### config.mk
export PLATFORM = sky130hd
export DESIGN_NAME = omc_mode_ctrl
export DESIGN_NICKNAME = d
export VERILOG_FILES = /design/src/omc_reg_file.v /design/src/omc_mode_ctrl.v
export VERILOG_INCLUDE_DIRS = /design/src
export SDC_FILE = /design/constraint.sdc
export NUM_CORES = 1
export LEC_CHECK = 0
export BUFFER_PORTS_ARGS = -buffer_cell sky130_fd_sc_hd__buf_2
export CELL_PAD_IN_SITES_DETAIL_PLACEMENT = 0
export CELL_PAD_IN_SITES_GLOBAL_PLACEMENT = 1
export CORE_MARGIN = 1.5
export CORE_UTILIZATION = 35
export DETAILED_ROUTE_END_ITERATION = 10
export HOLD_SLACK_MARGIN = 0.02
export PLACE_DENSITY_LB_ADDON = 0.1
export SETUP_SLACK_MARGIN = 0.5
export SYNTH_ARGS = -nofsm -noshare
export SYNTH_HDL_FRONTEND = slang
export SYNTH_HIERARCHICAL = 1
export SYNTH_SLANG_ARGS = --single-unit
### constraint.sdc
create_clock -name ref_clk -period 3.5 [get_ports ref_clk]
set_clock_uncertainty 0.05 [all_clocks]
set_input_delay 0.175 -clock ref_clk [delete_from_list [all_inputs] [get_ports ref_clk]]
set_output_delay 0.175 -clock ref_clk [all_outputs]
set_load 0.005 [all_outputs]
### src/omc_defs.vh
/*
 operating-mode controller constants: mode codes, context widths, register file layout.
 assumes inclusion by bare name from the design files.
*/
`ifndef OMC_DEFS_VH
`define OMC_DEFS_VH

// ----------------------------------------
// basic modes
// ----------------------------------------
`define OMC_MODE_W        2
`define OMC_MODE_REAL     2'h0
`define OMC_MODE_PROT     2'h1
`define OMC_MODE_MGMT     2'h2
`define OMC_MODE_NONE     2'h3

// ----------------------------------------
// register file
// ----------------------------------------
`define OMC_REG_W         32
`define OMC_REG_CNT       8
`define OMC_REG_IDX_W     3
`define OMC_RST_VAL       32'h00000000

// access sizes
`define OMC_SIZE_W        2
`define OMC_SIZE_B_LO     2'h0
`define OMC_SIZE_B_HI     2'h1
`define OMC_SIZE_HALF     2'h2
`define OMC_SIZE_WORD     2'h3

// ----------------------------------------
// address space select
// ----------------------------------------
`define OMC_SPACE_NORMAL  1'h0
`define OMC_SPACE_MGMT    1'h1

`endif

### src/omc_reg_file.v
/*
 general register file: eight 32-bit registers, each reachable as low byte,
 second byte, low half or whole word.
 assumes write requests come from logic on ref_clk.
*/
`timescale 1ns/1ps
`include "omc_defs.vh"

module omc_reg_file (
	input  wire                      ref_clk,
	input  wire                      srst,
	input  wire                      wr_en,
	input  wire [`OMC_REG_IDX_W-1:0] wr_idx,
	input  wire [`OMC_SIZE_W-1:0]    wr_size,
	input  wire [`OMC_REG_W-1:0]     wr_data,
	input  wire [`OMC_REG_IDX_W-1:0] rd_idx,
	input  wire [`OMC_SIZE_W-1:0]    rd_size,
	output reg  [`OMC_REG_W-1:0]     rd_data
);

	// ----------------------------------------
	// storage
	// ----------------------------------------
	reg [`OMC_REG_W-1:0] general_reg [0:`OMC_REG_CNT-1];

	// merge a sized write into a whole word
	function [`OMC_REG_W-1:0] merge;
		input [`OMC_REG_W-1:0]  old;
		input [`OMC_SIZE_W-1:0] size;
		input [`OMC_REG_W-1:0]  val;
		begin
			case (size)
				`OMC_SIZE_B_LO: merge = {old[31:8], val[7:0]};
				`OMC_SIZE_B_HI: merge = {old[31:16], val[7:0], old[7:0]};
				`OMC_SIZE_HALF: merge = {old[31:16], val[15:0]};
				default:        merge = val;
			endcase
		end
	endfunction

	// extract a sized read, zero above
	function [`OMC_REG_W-1:0] pick;
		input [`OMC_REG_W-1:0]  word;
		input [`OMC_SIZE_W-1:0] size;
		begin
			case (size)
				`OMC_SIZE_B_LO: pick = {24'h000000, word[7:0]};
				`OMC_SIZE_B_HI: pick = {24'h000000, word[15:8]};
				`OMC_SIZE_HALF: pick = {16'h0000, word[15:0]};
				default:        pick = word;
			endcase
		end
	endfunction

	// per-register write, same in every mode
	genvar gi;
	generate
		for (gi = 0; gi < `OMC_REG_CNT; gi = gi + 1) begin : g_reg
			always @(posedge ref_clk) begin
				if (srst) begin
					general_reg[gi] <= `OMC_RST_VAL;
				end else if (wr_en && ({{(32-`OMC_REG_IDX_W){1'b0}}, wr_idx} == gi)) begin
					general_reg[gi] <= merge(general_reg[gi], wr_size, wr_data); // [RULE8]
				end
			end
		end
	endgenerate

	// registered sized read
	always @(posedge ref_clk) begin
		if (srst) begin
			rd_data <= `OMC_RST_VAL;
		end else begin
			rd_data <= pick(general_reg[rd_idx], rd_size); // [RULE8]
		end
	end

endmodule

### src/omc_mode_ctrl.v
/*
 operating-mode controller: tracks real, protected and management modes, per-task
 legacy attribute, management entry with context save and resume with restore.
 assumes mgmt_irq_pin_n is an asynchronous pin; all other inputs on ref_clk.
*/
// How it works
// RULE1: three basic modes; mode selects available instruction and feature sets.
// RULE2: reset always forces real-address mode.
// RULE3: low management pin enters the management state.
// RULE4: controller management message also enters the management state.
// RULE5: entry saves mode and task context, then switches address space.
// RULE6: resume restores saved mode and context exactly.
// RULE7: legacy execution is a task attribute, only effective in protected mode.
// RULE8: each general register accessible as byte, half or word, any mode.
// RULE9: only resume leaves management state; further interrupts ignored there.
`timescale 1ns/1ps
`include "omc_defs.vh"

module omc_mode_ctrl (
	input  wire                      ref_clk,
	input  wire                      srst,
	input  wire                      mgmt_irq_pin_n,
	input  wire                      prog_irq_msg,
	input  wire                      mgmt_resume,
	input  wire                      prot_enter,
	input  wire                      prot_leave,
	input  wire                      task_switch,
	input  wire                      task_legacy,
	input  wire [`OMC_REG_W-1:0]     task_ctx,
	input  wire                      reg_wr_en,
	input  wire [`OMC_REG_IDX_W-1:0] reg_wr_idx,
	input  wire [`OMC_SIZE_W-1:0]    reg_wr_size,
	input  wire [`OMC_REG_W-1:0]     reg_wr_data,
	input  wire [`OMC_REG_IDX_W-1:0] reg_rd_idx,
	input  wire [`OMC_SIZE_W-1:0]    reg_rd_size,
	output wire [`OMC_REG_W-1:0]     reg_rd_data,
	output reg  [`OMC_MODE_W-1:0]    mode,
	output reg                       system_mgmt_state,
	output reg                       legacy_active,
	output reg                       addr_space,
	output reg                       feat_protect,
	output reg                       feat_mgmt_ops,
	output reg  [`OMC_REG_W-1:0]     ctx_live,
	output reg                       mgmt_entry,
	output reg                       mgmt_exit
);

	// ----------------------------------------
	// states
	// ----------------------------------------
	localparam [2:0] ST_REAL = 3'h1;
	localparam [2:0] ST_PROT = 3'h2;
	localparam [2:0] ST_MGMT = 3'h4;

	reg [2:0]            state;
	reg [2:0]            next_state;
	reg [2:0]            saved_state;
	reg                  saved_legacy;
	reg [`OMC_REG_W-1:0] saved_ctx;
	reg                  task_legacy_attr;
	reg                  pin_sync1;
	reg                  pin_sync2;
	reg                  pin_prev;
	wire                 mgmt_interrupt;
	wire                 enter_mgmt;
	wire                 leave_mgmt;

	// ----------------------------------------
	// state decoding
	// ----------------------------------------
	// true for the management state code
	function in_mgmt;
		input [2:0] st;
		begin
			in_mgmt = (st == ST_MGMT);
		end
	endfunction

	// one-hot state to the mode code shown outside
	function [`OMC_MODE_W-1:0] mode_code;
		input [2:0] st;
		begin
			case (st)
				ST_REAL: mode_code = `OMC_MODE_REAL; // [RULE1]
				ST_PROT: mode_code = `OMC_MODE_PROT; // [RULE1]
				ST_MGMT: mode_code = `OMC_MODE_MGMT; // [RULE1]
				default: mode_code = `OMC_MODE_NONE;
			endcase
		end
	endfunction

	// entry and resume strobes shared by save, restore and pulses
	assign enter_mgmt = ~in_mgmt(state) & in_mgmt(next_state);
	assign leave_mgmt = in_mgmt(state) & mgmt_resume; // [RULE9]

	// ----------------------------------------
	// pin synchroniser and edge detect
	// ----------------------------------------
	always @(posedge ref_clk) begin
		if (srst) begin
			pin_sync1 <= 1'h1;
			pin_sync2 <= 1'h1;
			pin_prev  <= 1'h1;
		end else begin
			pin_sync1 <= mgmt_irq_pin_n;
			pin_sync2 <= pin_sync1;
			pin_prev  <= pin_sync2;
		end
	end

	// falling pin edge or controller message
	assign mgmt_interrupt = (pin_prev & ~pin_sync2)  // [RULE3]
		| prog_irq_msg;                              // [RULE4]

	// ----------------------------------------
	// next state
	// ----------------------------------------
	always @* begin
		next_state = state;
		case (state)
			ST_REAL: begin
				if (mgmt_interrupt) begin
					next_state = ST_MGMT;
				end else if (prot_enter) begin
					next_state = ST_PROT;
				end
			end
			ST_PROT: begin
				if (mgmt_interrupt) begin
					next_state = ST_MGMT;
				end else if (prot_leave) begin
					next_state = ST_REAL;
				end
			end
			ST_MGMT: begin
				// interrupts ignored, only resume leaves
				if (mgmt_resume) begin // [RULE9]
					next_state = saved_state; // [RULE6]
				end
			end
			default: next_state = ST_REAL;
		endcase
	end

	// ----------------------------------------
	// state, context save and restore
	// ----------------------------------------
	always @(posedge ref_clk) begin
		if (srst) begin
			state            <= ST_REAL; // [RULE2]
			saved_state      <= ST_REAL;
			saved_legacy     <= 1'h0;
			saved_ctx        <= `OMC_RST_VAL;
			task_legacy_attr <= 1'h0;
			ctx_live         <= `OMC_RST_VAL;
			mgmt_entry       <= 1'h0;
			mgmt_exit        <= 1'h0;
		end else begin
			state      <= next_state;
			mgmt_entry <= 1'h0;
			mgmt_exit  <= 1'h0;
			if (enter_mgmt) begin
				saved_state  <= state; // [RULE5]
				saved_legacy <= task_legacy_attr; // [RULE5]
				saved_ctx    <= ctx_live; // [RULE5]
				mgmt_entry   <= 1'h1;
			end else if (leave_mgmt) begin
				task_legacy_attr <= saved_legacy; // [RULE6]
				ctx_live         <= saved_ctx; // [RULE6]
				mgmt_exit        <= 1'h1;
			end else if (!in_mgmt(state) && task_switch) begin
				task_legacy_attr <= task_legacy; // [RULE7]
				ctx_live         <= task_ctx;
			end
		end
	end

	// ----------------------------------------
	// mode outputs and feature gating
	// ----------------------------------------
	always @(posedge ref_clk) begin
		if (srst) begin
			mode              <= `OMC_MODE_REAL;
			system_mgmt_state <= 1'h0;
			legacy_active     <= 1'h0;
			addr_space        <= `OMC_SPACE_NORMAL;
			feat_protect      <= 1'h0;
			feat_mgmt_ops     <= 1'h0;
		end else begin
			mode              <= mode_code(next_state); // [RULE1]
			system_mgmt_state <= in_mgmt(next_state);
			addr_space        <= in_mgmt(next_state) ? `OMC_SPACE_MGMT
				: `OMC_SPACE_NORMAL; // [RULE5]
			feat_protect      <= (next_state == ST_PROT); // [RULE1]
			feat_mgmt_ops     <= in_mgmt(next_state); // [RULE1]
			legacy_active     <= 1'h0;
			if (next_state == ST_PROT) begin
				// attribute effective only in protected mode
				if (in_mgmt(state)) begin
					legacy_active <= saved_legacy; // [RULE7]
				end else if (task_switch) begin
					legacy_active <= task_legacy; // [RULE7]
				end else begin
					legacy_active <= task_legacy_attr; // [RULE7]
				end
			end
		end
	end

	// ----------------------------------------
	// general registers
	// ----------------------------------------
	omc_reg_file u_regs (
		.ref_clk (ref_clk),
		.srst    (srst),
		.wr_en   (reg_wr_en),
		.wr_idx  (reg_wr_idx),
		.wr_size (reg_wr_size),
		.wr_data (reg_wr_data),
		.rd_idx  (reg_rd_idx),
		.rd_size (reg_rd_size),
		.rd_data (reg_rd_data)
	);

endmodule

# == Yosys cells after proc, flatten, opt, wreduce, memory -nomap -nowiden ==
# Memory sizes are Yosys's and may differ from the RTL's.
# Index checks and enable logic that the tools add are counted.
# word_totals
regBits,115
ramBits,256
inputBits,84
wordCells,239
n_memories,1
# classes
eq_ne,57
muxes,91
bitwise,32
reduce_logical,41
# mem_list
name,depth,word_bits,read_ports,rd_ports_with_merged_regs,wr,line_no,rtl
u_regs.general_reg,8,32,1,0,8,omc_reg_file.v:24,reg [`OMC_REG_W-1:0] general_reg [0:`OMC_REG_CNT-1];
# ops
operator,n
32-bit one-hot mux with 3 select lines,9
32-bit two-way mux,18
16-bit two-way mux,8
8-bit two-way mux,16
"3-bit inequality test, second input constant",40
2-bit AND reduction,17
1-bit two-way mux,33
4-bit AND reduction,8
1-bit OR,25
"3-bit equality test, second input constant",6
3-bit two-way mux,5
"3-bit by 2-bit equality test with 1-bit output, second input constant",4
"3-bit by 1-bit equality test with 1-bit output, second input constant",3
1-bit logical AND,9
3-bit one-hot mux with 3 select lines,1
2-bit one-hot mux with 3 select lines,1
"2-bit by 1-bit equality test with 1-bit output, second input constant",2
"2-bit equality test, second input constant",2
2-bit zero test,2
1-bit inverter,4
2-bit OR reduction,2
1-bit AND,3
3-bit zero test,1
2-bit nonzero test,1
1-bit zero test,1

# == Depth between registers and ports, before layout ==
# depth
ltp_word,9
ltp_mapped,8
ltp_nobuf,5

# == Hierarchy ==
# Netlist, hierarchy kept.
# by_module_without_submodules
mod,instances,cells_each,area_each_um2,seq_area_each_um2
omc_reg_file,1,856,12363.1,8328.0
omc_mode_ctrl,1,323,3059.2,1641.6

# == Least setup slack after synthesis ==
# Ideal clock, no wire load.
# synth_timing
path_kind,input-to-reg
from,input reg_wr_idx[0]
to,"memory u_regs/general_reg[1][16] in the netlist's numbering, enable pin"
setup_time_ns,0.411
arrival_time_ns,1.867
required_time_ns,3.039
slack_ns,1.172
cell_stages,4
n_path_buf,1
path_cell_list,buf_2 nor2b_1 nand2_1 o21ai_0
# synth_rtl
element,line_no,rtl
from (decl),omc_mode_ctrl.v:31,"input wire [`OMC_REG_IDX_W-1:0] reg_wr_idx,"
to (decl),omc_reg_file.v:24,

# == Final worst setup path ==
# layout_timing
from,register state[1]
to,register ctx_live[19]
# layout_between
elab_chain_len,7
elab_cells_between_ends,19
cone_classes,eq/ne (4); mux (7); bitwise (4); reduce/logical (4)
# layout_lines
element,line_no,rtl
from (decl),omc_mode_ctrl.v:55,reg [2:0] state;
from (signal assigned),omc_mode_ctrl.v:159,state <= next_state;
3-bit two-way mux (on tied branches),"omc_mode_ctrl.v:131, omc_mode_ctrl.v:124",
3-bit two-way mux (on tied branches),"omc_mode_ctrl.v:129, omc_mode_ctrl.v:122",
3-bit one-hot mux with 3 select lines,omc_mode_ctrl.v:120,case (state)
3-bit equality test,omc_mode_ctrl.v:75,in_mgmt = (st == ST_MGMT);
1-bit AND,omc_mode_ctrl.v:93,assign enter_mgmt = ~in_mgmt(state) & in_mgmt(next_state);
1-bit inverter (no line),-,
2-bit AND reduction (no line),-,
to (signal assigned),omc_mode_ctrl.v:155,ctx_live <= `OMC_RST_VAL;
to (signal assigned),omc_mode_ctrl.v:169,ctx_live <= saved_ctx;
to (signal assigned),omc_mode_ctrl.v:173,ctx_live <= task_ctx;
to (decl),omc_mode_ctrl.v:43,"output reg [`OMC_REG_W-1:0] ctx_live,"
# Parallel ways exist; a longest one is shown, timed or not.
# A chain may end at the register's enable or synchronous reset.

==> impl_metrics.py <==
metrics = {
    "status": {
        "outcome": "finished clean",
    },
    "floorplan": {
        "dieArea_um2": 45330,
        "initial_core_util_pct": 35.64,
        "die_h_um": 212.9,
        "placement_rows": 76,
        "core-area_um2": 43270,
        "io_pins": 157,
        "die_w_um": 212.9,
    },
    "timing": {
        "worst_slew_pin_slew_ps": 1117,
        "period_minus_slack_ps": 2546,
        "clock.fmax_mhz": 392.8,
        "rsz0062_at_grt": "false",
        "period_share_pct": 72.74,
        "setup_viol": 0,
        "drv_slew": 0,
        "slew-limit-headroom_pct": 25.52,
        "fin_tns_setup_ps": 0,
        "hold_viol": 0,
    },
    "synthesis": {
        "synth_area_um2": 15420,
        "synth_xor_area_share_pct": 0.1704,
        "yosysMostFrequentCell": "edfxtp_1",
        "synthAdderAreaFrac_pct": 0,
        "synth_warnings": 6,
        "netlist_instances": 1179,
        "synth_commonest_cells": "256 x edfxtp_1, 195 x and2_1, 143 x nor2_1, 114 x dfxtp_1, 99 x nand2_1",
        "syn-num-nets": 1263,
        "yosys.area_share.simple_pct": 15.52,
        "syn_avg_cell_area_um2": 13.08,
        "async_reset_ff_share_pct": 0,
        "synth_mux_area_share_pct": 9.898,
        "seq_area_frac_synth_pct": 64.64,
        "synth_top_area_share_pct": 49.85,
        "synth-edff-count": 256,
        "yosysTopAreaCell": "edfxtp_1",
        "synth_compound_area_share_pct": 7.318,
        "synth.area.top_cells": "edfxtp_1 50%, dfxtp_1 15%, and2_1 7.9%, mux4_2 5.0%, mux2i_1 4.9%",
        "yosysUniqueCellTypes": 45,
        "ys_ff_latch": 370,
        "synth_top_family_by_area": "simple AND/OR/NAND/NOR gates",
        "synth_flop_cell": "edfxtp_1",
    },
    "setup_path": {
        "crit_family": "compound AO/OA/AOI/OAI gates",
        "crit_slowest_cell": "o21ai_4",
        "critPathRequiredTime_ps": 3910,
        "worst-path-max-fanout": 39,
        "end_kind": "flop",
        "path_depth": 7,
        "timing.rr.end": "ctx_live[19]",
        "path_buf_inv": 2,
        "worstPathCellList": "xnor2_1 > a211oi_1 > buf_4 > o21ai_4 > buf_4 > nor2_1 > a311oi_1",
        "crit_arrival_ps": 2960,
        "start_kind": "flop",
        "crit_path_max_incr_delay_ps": 760,
        "reg2reg_slack_ps": 950,
        "reg2regPathDepth": 7,
        "critPathKind": "reg -> reg",
        "crit_top_cell": "buf_4",
        "r2r_start": "state[1]",
    },
    "route": {
        "dr.pass1.iters": 5,
        "drtIter0Drc": 625,
        "wl_per_cell_um": 20.64,
        "via_count": 9928,
        "drc_errors": 0,
        "viasPerCell": 4.917,
        "drt_wl_total_um": 41680,
        "ant_nets": 0,
    },
    "clocking": {
        "htree_num_levels": 2,
        "clock_latency_ps": 550,
        "cts_buffers": 43,
        "clockBufferDepth": 3,
        "cts.sinks": 370,
        "clkTransAtPathRegs_ps": 60,
        "cts_repair_resize_count": 0,
        "clock_tree.root_cell": "clkbuf_16",
        "cts_tree": "built",
    },
    "cells_and_area": {
        "area_growth_syn_to_layout_pct": 21.99,
        "stdcell_count": 2019,
        "final_net_count": 1481,
        "drive_gt1_share_pct": 21.31,
        "largest_register_ffs": 256,
    },
    "hold_path": {
        "min_path_cells": 2,
        "hp-start": "reg_wr_data[7]",
        "hold_end": "u_regs/general_reg[2][7]",
        "hp-class": "in -> reg",
    },
    "placement": {
        "gp_congestion": 0.7749,
        "portBuffers": 156,
        "place_inst": 1884,
        "hpwl_um": 25980,
    },
    "global_routing": {
        "grt_start_max_net_pins": 56,
        "grt_pass1_vias": 9961,
        "grt_use_total_pct": 18.55,
        "antenna_found_initial": 3,
        "grt-ovfl-total": 0,
        "grt_pass1_wl_um": 62050,
    },
    "flow_run": {
        "cap_violations": 0,
    },
    "power_and_ir_drop": {
        "leakagePower_uw": 0.007265,
        "max-vdd-ir-drop_mv": 0.3024,
        "power_density_nw_per_um2": 555.2,
    },
}
==> logic make-up (layout without fill, tap and decap cells) <==
family | count (synthesis) | count (layout)
buf+inv | 76 | 328
xor+xnor | 3 | 3
mux | 110 | 110
flops | 370 | 370
simple gates | 474 | 474
compound gates | 146 | 146
other cells | 0 | 3
==> worst max path at each step <==
stage                  startpoint                   endpoint
floorplan           reg_wr_idx[0]  u_regs/general_reg[1][16]
global placement         state[1]               ctx_live[19]
detailed placement       state[1]               ctx_live[31]
CTS                      state[1]               ctx_live[19]
global route             state[1]               ctx_live[19]
finish                   state[1]               ctx_live[19]
==> stage by stage <==
| step | total power (µW) | utilization, % | setup WS [ps] | hold slack [ps] | cell area [µm²] |
|---|---|---|---|---|---|
| after floorplan | 5694 | - | 1172 | 228.8 | 15420 |
| after global placement | 6114 | 39.05 | 997.9 | 341.6 | 16900 |
| after detailed placement | 6122 | 39.05 | 959.7 | 343.6 | 16900 |
| after CTS | 10580 | 43.47 | 945.6 | 20.87 | 18810 |
| after global routing | 10840 | 43.48 | 661.9 | 42.92 | 18810 |
| final | 10450 | 43.48 | 954.2 | 50.16 | 18810 |
==> worst reg2reg max path: cells and delay by family (launching register included) <==
kind	cells	cell delay (ps)
simple gates	1	70
flops	1	480
xor+xnor	1	180
buf+inv	2	590
compound gates	3	1080
==> where the power goes <==
part	leakage [µW]	switching (µW)	total [µW]	internal [µW]
combinational	0.00321	589	996	406
sequential	0.00337	108	5060	4950
clock	0.000682	1760	4390	2630
total	0.00726	2460	10400	7990
==> cells in the final DEF (no fill, tap or decap), types with 5 or more instances in the layout <==
cell type	n
a22o_1	38
dlygate4sd3_1	53
and2_1	195
clkinv_2	7
clkbuf_16	45
nand3_1	10
o21ai_2	8
inv_1	5
o22ai_1	8
clkinv_1	8
mux4_2	34
buf_4	33
clkbuf_8	6
dfxtp_1	114
o21ai_0	8
mux2i_1	76
a311oi_1	32
a21oi_1	5
edfxtp_1	256
nor2_1	142
a22oi_1	37
nand2_1	99
buf_2	155
clkbuf_1	11
==> per-layer routing <==
metal | routed length (µm) | GRT usage (%) | vias up
met5 | 0 | 0 | -
met4 | 1064 | 6.725 | 0
met3 | 2012 | 3.118 | 60
met2 | 19920 | 29.99 | 242
met1 | 18680 | 25.08 | 4889
li1 | - | - | 4737
==> timing repair <==
action / 4_1_cts / 5_1_grt
hold endpoints to repair: 170 / 0
setup buffers: 0 / 0
hold buffers: 53 / 0
==> final cells by class <==
cell class | instances | area, µm²
fill | 3990 | 24450
sequential | 370 | 9970
multi-input combinational | 733 | 5119
timing repair buffer | 243 | 1585
clock buffer | 63 | 1257
tap | 585 | 732.0
clock inverter | 16 | 121.4
inverter | 6 | 22.52
antenna | 3 | 7.507
No activity file was read; power rests on OpenSTA's default activity.
